**config.mk**
```make
export PLATFORM = sky130hd
export DESIGN_NAME = wdg_top
export DESIGN_NICKNAME = d
export VERILOG_FILES = /design/src/wdg_pkg.sv /design/src/wdg_count.sv /design/src/wdg_top.sv
export SDC_FILE = /design/constraint.sdc
export NUM_CORES = 1
export LEC_CHECK = 0
export BUFFER_PORTS_ARGS = -buffer_cell sky130_fd_sc_hd__buf_2
export CORE_MARGIN = 3
export CORE_UTILIZATION = 40
export DETAILED_ROUTE_END_ITERATION = 10
export GPL_TIMING_DRIVEN = 0
export SLEW_MARGIN = 20
export SYNTH_ARGS = -nofsm -noshare
export SYNTH_HDL_FRONTEND = slang
export SYNTH_SLANG_ARGS = --single-unit
```
**constraint.sdc**
```tcl
create_clock -name ref_clk -period 2.9 [get_ports ref_clk]
set_input_delay 0.145 -clock ref_clk [delete_from_list [all_inputs] [get_ports ref_clk]]
set_output_delay 0.145 -clock ref_clk [all_outputs]
set_load 0.1 [all_outputs]
```
**src/wdg_pkg.sv**
```systemverilog
// shared constants, types and helpers of the windowed watchdog
package wdg_pkg;

   // register indices; byte address is four times the index
   localparam logic [5:0] WDG_IDX_CTRL    = 6'h00;
   localparam logic [5:0] WDG_IDX_CONFIG  = 6'h01;
   localparam logic [5:0] WDG_IDX_EWOFF   = 6'h02;
   localparam logic [5:0] WDG_IDX_ENCLR   = 6'h04;
   localparam logic [5:0] WDG_IDX_ENSET   = 6'h05;
   localparam logic [5:0] WDG_IDX_FLAGS   = 6'h06;
   localparam logic [5:0] WDG_IDX_STATUS  = 6'h07;
   localparam logic [5:0] WDG_IDX_KEY     = 6'h08;

   // field positions
   localparam int WDG_CTRL_LOCK_BIT   = 7;
   localparam int WDG_CTRL_WEN_BIT    = 2;
   localparam int WDG_CTRL_EN_BIT     = 1;
   localparam int WDG_IRQ_EW_BIT      = 0;
   localparam int WDG_IRQ_DONE_BIT    = 1;
   localparam int WDG_STATUS_BUSY_BIT = 7;

   // reset values and codes
   localparam logic [7:0]  WDG_REG_RESET   = 8'h00;
   localparam logic [3:0]  WDG_CODE_RESET  = 4'h0;
   localparam logic [7:0]  WDG_SERVICE_KEY = 8'ha5;
   localparam logic [3:0]  WDG_CODE_MAX    = 4'hb;
   localparam int          WDG_CNT_W       = 15;
   localparam logic [14:0] WDG_BASE_CYCLES = 15'h0008;

   // bus-to-countdown transfer time in clock cycles
   localparam logic [1:0]  WDG_SYNC_CYCLES = 2'h3;

   typedef enum logic [1:0] {
      WDG_IDLE   = 2'b00,
      WDG_CLOSED = 2'b01,
      WDG_OPEN   = 2'b11
   } wdg_state_t;

   // period length of a 4-bit code; reserved codes act as the longest
   function automatic logic [14:0] wdg_code_cycles(input logic [3:0] code);
      logic [3:0] c;
      c = (code > WDG_CODE_MAX) ? WDG_CODE_MAX : code;
      return WDG_BASE_CYCLES << c;
   endfunction : wdg_code_cycles

endpackage : wdg_pkg

```
**src/wdg_count.sv**
```systemverilog
// countdown core: period counter, closed/open window, warning and reset
module wdg_count (
   input  wire logic       ref_clk,
   input  wire logic       rst_n,
   input  wire logic       run,
   input  wire logic       window_en,
   input  wire logic [3:0] timeout_code,
   input  wire logic [3:0] window_code,
   input  wire logic [3:0] warning_code,
   input  wire logic       service_ok,
   input  wire logic       service_bad,
   output logic            early_warning,
   output logic            system_reset
);
   import wdg_pkg::*;

   wdg_state_t        state;
   logic [14:0]       cnt;
   logic [14:0]       per_cyc;
   logic [14:0]       win_cyc;
   logic [14:0]       warn_cyc;
   logic              closed_end;
   logic              open_end;
   logic              warn_hit;

   always_comb begin
      per_cyc    = wdg_code_cycles(timeout_code);
      win_cyc    = wdg_code_cycles(window_code);
      warn_cyc   = wdg_code_cycles(warning_code);
      closed_end = (state == WDG_CLOSED) && (cnt == win_cyc - 15'h0001);
      open_end   = (state == WDG_OPEN) && (cnt == per_cyc - 15'h0001);
      warn_hit   = (state == WDG_OPEN) && !window_en && (warn_cyc < per_cyc)
                   && (cnt == warn_cyc - 15'h0001);
   end

   // period counter, restarted on enable and on every good service
   always_ff @(posedge ref_clk or negedge rst_n) begin
      if (!rst_n) begin
         state <= WDG_IDLE;
         cnt   <= 15'h0000;
      end else if (!run) begin
         state <= WDG_IDLE;
         cnt   <= 15'h0000;
      end else begin
         unique case (state)
            WDG_IDLE: begin
               state <= window_en ? WDG_CLOSED : WDG_OPEN;
               cnt   <= 15'h0000;
            end
            WDG_CLOSED: begin
               if (service_ok || service_bad) begin
                  cnt <= 15'h0000;
               end else if (closed_end) begin
                  state <= WDG_OPEN;
                  cnt   <= 15'h0000;
               end else begin
                  cnt <= cnt + 15'h0001;
               end
            end
            WDG_OPEN: begin
               if (service_ok || service_bad || open_end) begin
                  state <= window_en ? WDG_CLOSED : WDG_OPEN;
                  cnt   <= 15'h0000;
               end else begin
                  cnt <= cnt + 15'h0001;
               end
            end
         endcase
      end
   end

   always_ff @(posedge ref_clk or negedge rst_n) begin
      if (!rst_n) begin
         early_warning <= 1'b0;
      end else begin
         early_warning <= run && !service_ok && !service_bad
                          && (closed_end || warn_hit);
      end
   end

   always_ff @(posedge ref_clk or negedge rst_n) begin
      if (!rst_n) begin
         system_reset <= 1'b0;
      end else begin
         system_reset <= service_bad
                         || (run && service_ok && state == WDG_CLOSED)
                         || (run && !service_ok && open_end);
      end
   end

endmodule : wdg_count

```
**src/wdg_top.sv**
```systemverilog
// windowed watchdog: AHB-Lite register slave, transfer handshake, interrupt
//
// Behaviour
// early-warning flag sets on every warning event, enabled or not.
// one to enable-set enables, one to enable-clear disables; zeros ignored.
// interrupt line high while any flag is set and enabled.
// one shared interrupt line; software reads flags to find the cause.
// normal mode warns after the offset-code cycles from period start.
// offset not shorter than period means reset first, never a warning.
// window mode warns when the closed window ends, offset ignored.
// busy bit sets at once on synchronised writes, clears when transferred.
// transfer-done flag sets when a pending transfer finishes.
// synchronised write while busy stalls the bus, then completes intact.
// control and service-key writes pass through the transfer handshake.
// byte, half-word and word accesses are all accepted.
// protected registers take writes only while the watchdog is disabled.
// permanent-run lock sets by writing one; only power-on reset clears it.
// lock set blocks writes to timeout, warning offset and enable.
// window-enable writable only while disabled or locked.
// window-enable low selects normal mode, high selects window mode.
// enable bit starts or stops the watchdog; writable only while unlocked.
// written enable reads back at once; busy until the core follows.
// reserved control bits read zero; software writes zero.
// lock, window-enable and enable load from nonvolatile pins at startup.
// key 0xa5 restarts the period; any other key resets the system.
// unserviced period end issues a system reset.
// service during the closed window issues a system reset.
// code n selects eight shifted left n cycles, codes above 0xb reserved.
// period counter restarts on enable and after every good service.
module wdg_top (
   input  wire logic        ref_clk,
   input  wire logic        reset_n,
   input  wire logic        hsel,
   input  wire logic [31:0] haddr,
   input  wire logic [1:0]  htrans,
   input  wire logic        hwrite,
   input  wire logic [2:0]  hsize,
   input  wire logic [31:0] hwdata,
   input  wire logic        hready,
   output logic      [31:0] hrdata,
   output logic             hreadyout,
   output logic             hresp,
   input  wire logic        nvm_lock,
   input  wire logic        nvm_window_en,
   input  wire logic        nvm_enable,
   input  wire logic [3:0]  nvm_timeout_code,
   input  wire logic [3:0]  nvm_window_code,
   input  wire logic [3:0]  nvm_warning_code,
   output logic             irq,
   output logic             system_reset
);
   import wdg_pkg::*;

   logic [1:0]  rst_pipe;
   logic        rst_n;
   logic        nvm_loaded;

   logic        dp_valid;
   logic        dp_write;
   logic        dp_lane0;
   logic [5:0]  dp_idx;
   logic        addr_take;
   logic        write_do;
   logic [7:0]  wdata;
   logic [7:0]  read_val;
   logic [7:0]  ctrl_rd;
   logic [7:0]  status_rd;

   logic        permanent_run_lock;
   logic        window_en;
   logic        enable;
   logic [3:0]  timeout_code;
   logic [3:0]  window_code;
   logic [3:0]  warning_delay_code;
   logic        irq_en_ew;
   logic        irq_en_done;
   logic        flag_ew;
   logic        flag_done;

   logic        domain_transfer_busy;
   logic        next_busy;
   logic [1:0]  sync_cnt;
   logic        sync_start;
   logic        sync_done;
   logic        pend_key;
   logic [7:0]  key_val;
   logic        core_run;
   logic        core_wen;
   logic        service_ok;
   logic        service_bad;
   logic        early_warning;

   logic        wr_ctrl;
   logic        wr_config;
   logic        wr_ewoff;
   logic        wr_enset;
   logic        wr_enclr;
   logic        wr_flags;

   // control and key writes pass through the transfer handshake
   function automatic logic sync_reg(input logic [5:0] idx);
      return (idx == WDG_IDX_CTRL) || (idx == WDG_IDX_KEY);
   endfunction : sync_reg

   // enable and flag registers share one bit layout
   function automatic logic [7:0] irq_bits(input logic ew, input logic done);
      logic [7:0] v;
      v                   = 8'h00;
      v[WDG_IRQ_EW_BIT]   = ew;
      v[WDG_IRQ_DONE_BIT] = done;
      return v;
   endfunction : irq_bits

   // reset release through two flip-flops
   always_ff @(posedge ref_clk or negedge reset_n) begin
      if (!reset_n) begin
         rst_pipe <= 2'b00;
      end else begin
         rst_pipe <= {rst_pipe[0], 1'b1};
      end
   end
   assign rst_n = rst_pipe[1];

   // ---------------- AHB-Lite slave ----------------
   assign addr_take = hsel && hready && htrans[1];
   assign write_do  = dp_valid && dp_write && dp_lane0 && hreadyout;
   assign wdata     = hwdata[7:0];

   // register byte sits in lane 0; any access size that covers lane 0 hits it
   always_ff @(posedge ref_clk or negedge rst_n) begin
      if (!rst_n) begin
         dp_valid <= 1'b0;
         dp_write <= 1'b0;
         dp_lane0 <= 1'b0;
         dp_idx   <= 6'h00;
      end else if (hready) begin
         dp_valid <= addr_take;
         dp_write <= hwrite;
         dp_lane0 <= (haddr[1:0] == 2'b00);
         dp_idx   <= haddr[7:2];
      end
   end

   // reads take one wait state; synchronised writes wait while busy
   always_ff @(posedge ref_clk or negedge rst_n) begin
      if (!rst_n) begin
         hreadyout <= 1'b1;
      end else if (addr_take) begin
         hreadyout <= hwrite && !(next_busy && (haddr[1:0] == 2'b00)
                      && sync_reg(haddr[7:2]));
      end else if (!hreadyout) begin
         hreadyout <= dp_write ? !next_busy : 1'b1;
      end
   end

   // reserved bits stay zero
   always_comb begin
      ctrl_rd                        = 8'h00;
      ctrl_rd[WDG_CTRL_LOCK_BIT]     = permanent_run_lock;
      ctrl_rd[WDG_CTRL_WEN_BIT]      = window_en;
      ctrl_rd[WDG_CTRL_EN_BIT]       = enable;
      status_rd                      = 8'h00;
      status_rd[WDG_STATUS_BUSY_BIT] = domain_transfer_busy;
   end

   always_comb begin
      unique case (dp_idx)
         WDG_IDX_CTRL:   read_val = ctrl_rd;
         WDG_IDX_CONFIG: read_val = {window_code, timeout_code};
         WDG_IDX_EWOFF:  read_val = {4'h0, warning_delay_code};
         WDG_IDX_ENCLR,
         WDG_IDX_ENSET:  read_val = irq_bits(irq_en_ew, irq_en_done);
         WDG_IDX_FLAGS:  read_val = irq_bits(flag_ew, flag_done);
         WDG_IDX_STATUS: read_val = status_rd;
         default:        read_val = WDG_REG_RESET;
      endcase
   end

   always_ff @(posedge ref_clk or negedge rst_n) begin
      if (!rst_n) begin
         hrdata <= 32'h0000_0000;
      end else if (dp_valid && !dp_write && !hreadyout) begin
         hrdata <= dp_lane0 ? {24'h00_0000, read_val} : 32'h0000_0000;
      end
   end

   always_ff @(posedge ref_clk or negedge rst_n) begin
      if (!rst_n) begin
         hresp <= 1'b0;
      end else begin
         hresp <= 1'b0;
      end
   end

   // ---------------- register writes ----------------
   assign wr_ctrl   = write_do && (dp_idx == WDG_IDX_CTRL);
   assign wr_config = write_do && (dp_idx == WDG_IDX_CONFIG);
   assign wr_ewoff  = write_do && (dp_idx == WDG_IDX_EWOFF);
   assign wr_enset  = write_do && (dp_idx == WDG_IDX_ENSET);
   assign wr_enclr  = write_do && (dp_idx == WDG_IDX_ENCLR);
   assign wr_flags  = write_do && (dp_idx == WDG_IDX_FLAGS);

   // startup values are caught once, one cycle after reset release
   always_ff @(posedge ref_clk or negedge rst_n) begin
      if (!rst_n) begin
         nvm_loaded <= 1'b0;
      end else begin
         nvm_loaded <= 1'b1;
      end
   end

   always_ff @(posedge ref_clk or negedge rst_n) begin
      if (!rst_n) begin
         permanent_run_lock <= 1'b0;
         window_en          <= 1'b0;
         enable             <= 1'b0;
      end else if (!nvm_loaded) begin
         permanent_run_lock <= nvm_lock;
         window_en          <= nvm_window_en;
         enable             <= nvm_enable;
      end else if (wr_ctrl) begin
         if (wdata[WDG_CTRL_LOCK_BIT]) begin
            permanent_run_lock <= 1'b1;
         end
         if (!permanent_run_lock) begin
            enable <= wdata[WDG_CTRL_EN_BIT];
         end
         if (!enable || permanent_run_lock) begin
            window_en <= wdata[WDG_CTRL_WEN_BIT];
         end
      end
   end

   always_ff @(posedge ref_clk or negedge rst_n) begin
      if (!rst_n) begin
         timeout_code       <= WDG_CODE_RESET;
         window_code        <= WDG_CODE_RESET;
         warning_delay_code <= WDG_CODE_RESET;
      end else if (!nvm_loaded) begin
         timeout_code       <= nvm_timeout_code;
         window_code        <= nvm_window_code;
         warning_delay_code <= nvm_warning_code;
      end else begin
         if (wr_config && !enable && !permanent_run_lock) begin
            timeout_code <= wdata[3:0];
            window_code  <= wdata[7:4];
         end
         if (wr_ewoff && !enable && !permanent_run_lock) begin
            warning_delay_code <= wdata[3:0];
         end
      end
   end

   always_ff @(posedge ref_clk or negedge rst_n) begin
      if (!rst_n) begin
         irq_en_ew   <= 1'b0;
         irq_en_done <= 1'b0;
      end else if (wr_enset) begin
         irq_en_ew   <= irq_en_ew | wdata[WDG_IRQ_EW_BIT];
         irq_en_done <= irq_en_done | wdata[WDG_IRQ_DONE_BIT];
      end else if (wr_enclr) begin
         irq_en_ew   <= irq_en_ew & !wdata[WDG_IRQ_EW_BIT];
         irq_en_done <= irq_en_done & !wdata[WDG_IRQ_DONE_BIT];
      end
   end

   // flags: a set in the clearing cycle wins
   always_ff @(posedge ref_clk or negedge rst_n) begin
      if (!rst_n) begin
         flag_ew   <= 1'b0;
         flag_done <= 1'b0;
      end else begin
         flag_ew   <= early_warning
                      || (flag_ew && !(wr_flags && wdata[WDG_IRQ_EW_BIT]));
         flag_done <= sync_done
                      || (flag_done && !(wr_flags && wdata[WDG_IRQ_DONE_BIT]));
      end
   end

   always_ff @(posedge ref_clk or negedge rst_n) begin
      if (!rst_n) begin
         irq <= 1'b0;
      end else begin
         irq <= (flag_ew && irq_en_ew) || (flag_done && irq_en_done);
      end
   end

   // ---------------- transfer into the countdown ----------------
   assign sync_start = write_do && sync_reg(dp_idx);
   assign sync_done  = domain_transfer_busy && (sync_cnt == WDG_SYNC_CYCLES - 2'h1);
   assign next_busy  = sync_start || (domain_transfer_busy && !sync_done);

   always_ff @(posedge ref_clk or negedge rst_n) begin
      if (!rst_n) begin
         domain_transfer_busy <= 1'b0;
         sync_cnt             <= 2'h0;
         pend_key             <= 1'b0;
         key_val              <= WDG_REG_RESET;
      end else begin
         domain_transfer_busy <= next_busy;
         sync_cnt             <= (sync_start || !domain_transfer_busy) ? 2'h0 : sync_cnt + 2'h1;
         if (sync_start) begin
            pend_key <= (dp_idx == WDG_IDX_KEY);
            key_val  <= wdata;
         end
      end
   end

   always_ff @(posedge ref_clk or negedge rst_n) begin
      if (!rst_n) begin
         core_run <= 1'b0;
         core_wen <= 1'b0;
      end else if (!nvm_loaded) begin
         core_run <= nvm_enable || nvm_lock;
         core_wen <= nvm_window_en;
      end else if (sync_done && !pend_key) begin
         core_run <= enable || permanent_run_lock;
         core_wen <= window_en;
      end
   end

   always_ff @(posedge ref_clk or negedge rst_n) begin
      if (!rst_n) begin
         service_ok  <= 1'b0;
         service_bad <= 1'b0;
      end else begin
         service_ok  <= sync_done && pend_key && (key_val == WDG_SERVICE_KEY);
         service_bad <= sync_done && pend_key && (key_val != WDG_SERVICE_KEY);
      end
   end

   wdg_count u_count (
      .ref_clk       (ref_clk),
      .rst_n         (rst_n),
      .run           (core_run),
      .window_en     (core_wen),
      .timeout_code  (timeout_code),
      .window_code   (window_code),
      .warning_code  (warning_delay_code),
      .service_ok    (service_ok),
      .service_bad   (service_bad),
      .early_warning (early_warning),
      .system_reset  (system_reset)
   );

endmodule : wdg_top
```
==> summary.txt <==
Worst setup path
  – Crit path max-delay family: simple AND/OR/NAND/NOR gates
  – Crit end category: flop
  – Buffers and inverters on the worst path: 2
  – Worst EP arrival: 2.99 ns
  – Reg2Reg Depth: 11
  – CP Data Required Time: approximately 3.1 ns
  – Crit path kind: flop to flop
  – Critical Path Start Type: flop
  – WP depth: 11
  – Slowest-stage cell, CP: dfrtp_1
  – Critical Path Max Stage Delay: ~0.36 ns
  – Crit-path cells: buf_4 -> buf_6 -> nor2_4 -> nand2_1 -> ha_1 -> xnor2_1 -> or3_1 -> nor4_2 -> o2111ai_2 -> or2_1 -> a211o_1
  – Crit-path max FO: 10

Floorplan
  – Die ar.: between 0.015 and 0.02 mm^2
  – Core area: approximately 0.013 mm^2
  – Die Span X: between 100 and 150 um
  – Die span in y: around 120 um
  – # rows: 41
  – Starting density of the core: 0.420
  – Io pins: 125

Clock tree
  – Num CTS Buffers: 9
  – Clk slew on worst S/H paths: 0.06 ns
  – CTS sink count: 76
  – H-tree lvl count: 3
  – CTS Root Cell: clkbuf_16
  – Clock latency at the later pin of the worst-skew pair: 0.35 ns
  – Clock buffer depth: 2
  – CTS tree: yes

Detailed routing
  – Final wirelength: roughly 15,000 um
  – Post-DRT Antenna Nets: 0
  – Pre-antenna DRT Iters: 5
  – Routed vias: approximately 5,000
  – Avg Vias per Cell: 5.64
  – Starting DRT DRC Count: about 370
  – WL/cell: 17.4 um
  – DRC: 0

Yosys
  – Primary FF master, synth: dfrtp_1
  – EDFF count, synth: 0
  – Synth Warn #: 0
  – Async SR Flop Fraction: 1.00
  – Top-count cell post-synth: dfrtp_1
  – Netlist Area Pre-Place: about 0.0054 mm^2
  – FF+latch count, synth: 76
  – Cells after synthesis: between 600 and 700
  – Synth top cells by count: dfrtp_1 (75), nor2_1 (50), nand2_1 (47)
  – Avg Cell Area, Syn: 8.81 um^2
  – Seq/Total Area, Yosys: 0.350
  – Largest cells by area after synthesis: dfrtp_1 (35%), ha_1 (3.9%), buf_4 (3.7%)
  – Yosys top cell area share: 0.345
  – Number of library cell types mapped by synthesis: 70
  – Leading area contributor after synthesis: dfrtp_1

Global route
  – Grt met2 use: 0.329
  – Total grt overflow: 0
  – Initial antenna violation count: 0
  – GRT Total Usage: 0.217
  – Met3 usage: 0.0240
  – Met1 usage: 0.314
  – Vias in the first global route: around 4,700
  – Gr busiest metal: met2
  – Largest net degree at the start of global routing: 57
  – First-pass GRT wire length: between 20,000 and 30,000 um

Timing
  – Setup ws final: 0.135 ns
  – Count of pins over their slew limit: 0
  – Period utilization: 0.953
  – Setup TNS: 0 ns
  – Peak Freq: between 300 and 400 MHz
  – Max transition margin: 0.398
  – Worst slew pin tran: ~0.90 ns
  – Final Hold Viols: 0
  – Setup Skew: 0.00783 ns
  – Setup violators final: 0
  – Period minus WS final: around 2.8 ns

Layout
  – Reg area: roughly 0.0019 mm^2
  – Layout cells sized above 1: 0.245
  – Ant diodes: 0
  – Fillcell total: about 1,300
  – Final nets: between 800 and 900
  – Final instance area: approximately 0.0066 mm^2
  – Multi-input gate area: 0.00326 mm^2
  – Syn-to-layout area delta: 21.5%

Placement
  – GP Congestion: 0.901
  – Placed cell area: between 0.006 and 0.007 mm^2
  – Hpwl dp: about 11,000 um
  – PortBufs: 47
  – Post-Place Worst Slack: -0.416 ns

Power and ir drop
  – Leak: around 0.0029 uW
  – Max IR drop VDD: roughly 0.27 mV
  – Pwr Density: 486 mW/mm^2

Min path
  – HP Class: input port to flop
  – Hold Crit Depth: 3

Status
  – Outcome: complete, no violations

Run
  – Total of max-cap violations: 0
## flip-flops by register name, summed over array words and instances (netlist names), 2 cells and up, named ones only
signal,cells
dp_idx,6
hrdata,8
key_val,8
rst_pipe,2
sync_cnt,2
timeout_code,4
u_count.cnt,15
u_count.state,2
warning_delay_code,4
window_code,4
## per-layer routing
layer | up-vias | wire (um)
li1 | 2354 | -
met1 | 2463 | 7160
met2 | 168 | 6970
met3 | 20 | 878
met4 | 0 | 375
met5 | - | 0
## worst paths after layout
path                            slack, ns                to             from
min in group asynchronous            0.11       rst_pipe[1]          reset_n
max in group asynchronous            2.06         hreadyout      rst_pipe[1]
worst max-delay path                 0.14  u_count.state[1]  timeout_code[1]
worst min register to register       0.21    u_count.cnt[4]      rst_pipe[1]
worst max register to register       0.14  u_count.state[1]  timeout_code[1]
worst min-delay path                 0.03         dp_idx[1]         haddr[3]
## repair_timing
item | CTS | global route
hold endpoints to repair | 2 | 0
gates cloned | 1 | 0
pin swaps | 5 | 13
buffers inserted | 1 | 11
endpoints found under the setup margin | 17 | 17
resized for setup | 31 | 38
hold buffers | 1 | 0
## stage by stage
stage | total power [uW] | utilization | cells | hold slack (ns)
detailed placement | 1970 | 0.465 | 862 | -0.0683
CTS | 3180 | 0.498 | 879 | 0.0208
global route | 3350 | 0.511 | 887 | 0.0390
floorplan | 1790 | - | 642 | -0.151
finish | 3210 | 0.511 | 887 | 0.0317
global placement | 1950 | 0.463 | 861 | -0.0700
## area by class of cell
class / count / share of cell area
plain buffers: 69 / 0.0703
clock buffers: 10 / 0.0362
clock inverters: 6 / 0.0106
inverters: 19 / 0.0108
multi-input cells: 473 / 0.494
flip-flops and latches: 76 / 0.289
well taps: 172 / 0.0326
repair buffers: 62 / 0.0561
## logic make-up after synthesis
| group | Yosys count | synth area share |
|---|---|---|
| simple gates | 229 | 0.224 |
| compound gates | 135 | 0.180 |
| buf+inv | 93 | 0.0879 |
| flops | 76 | 0.350 |
| mux | 36 | 0.0704 |
| xor+xnor | 29 | 0.0467 |
| fa+ha+maj | 17 | 0.0391 |
| other cells | 2 | 0.00138 |
## worst min-delay path: stages
cell and delay [ns]:
buf_2 0.09, nand2_1 0.05, o21ai_0 0.06
## where the power goes
part           total [uW]  switching (uW)  internal, uW
clock network        1190             492           696
registers            1220            79.5          1140
logic                 804             522           282
## placed cells by master (no fill, tap or decap), types with 15 or more instances in the layout
cell / netlist / layout
o21ai_0: 24 / 24
nand2_1: 47 / 46
inv_1: 18 / 18
nand2b_1: 21 / 21
clkbuf_1: 33 / 23
dfrtp_1: 75 / 71
mux2_2: 18 / 18
buf_2: 10 / 51
nor3_1: 16 / 16
mux2i_1: 18 / 18
buf_4: 27 / 44
a21oi_1: 34 / 34
conb_1: 2 / 27
nor2_1: 50 / 45
ha_1: 17 / 15
nand3_1: 18 / 18
(Power assumes the default switching activity.)
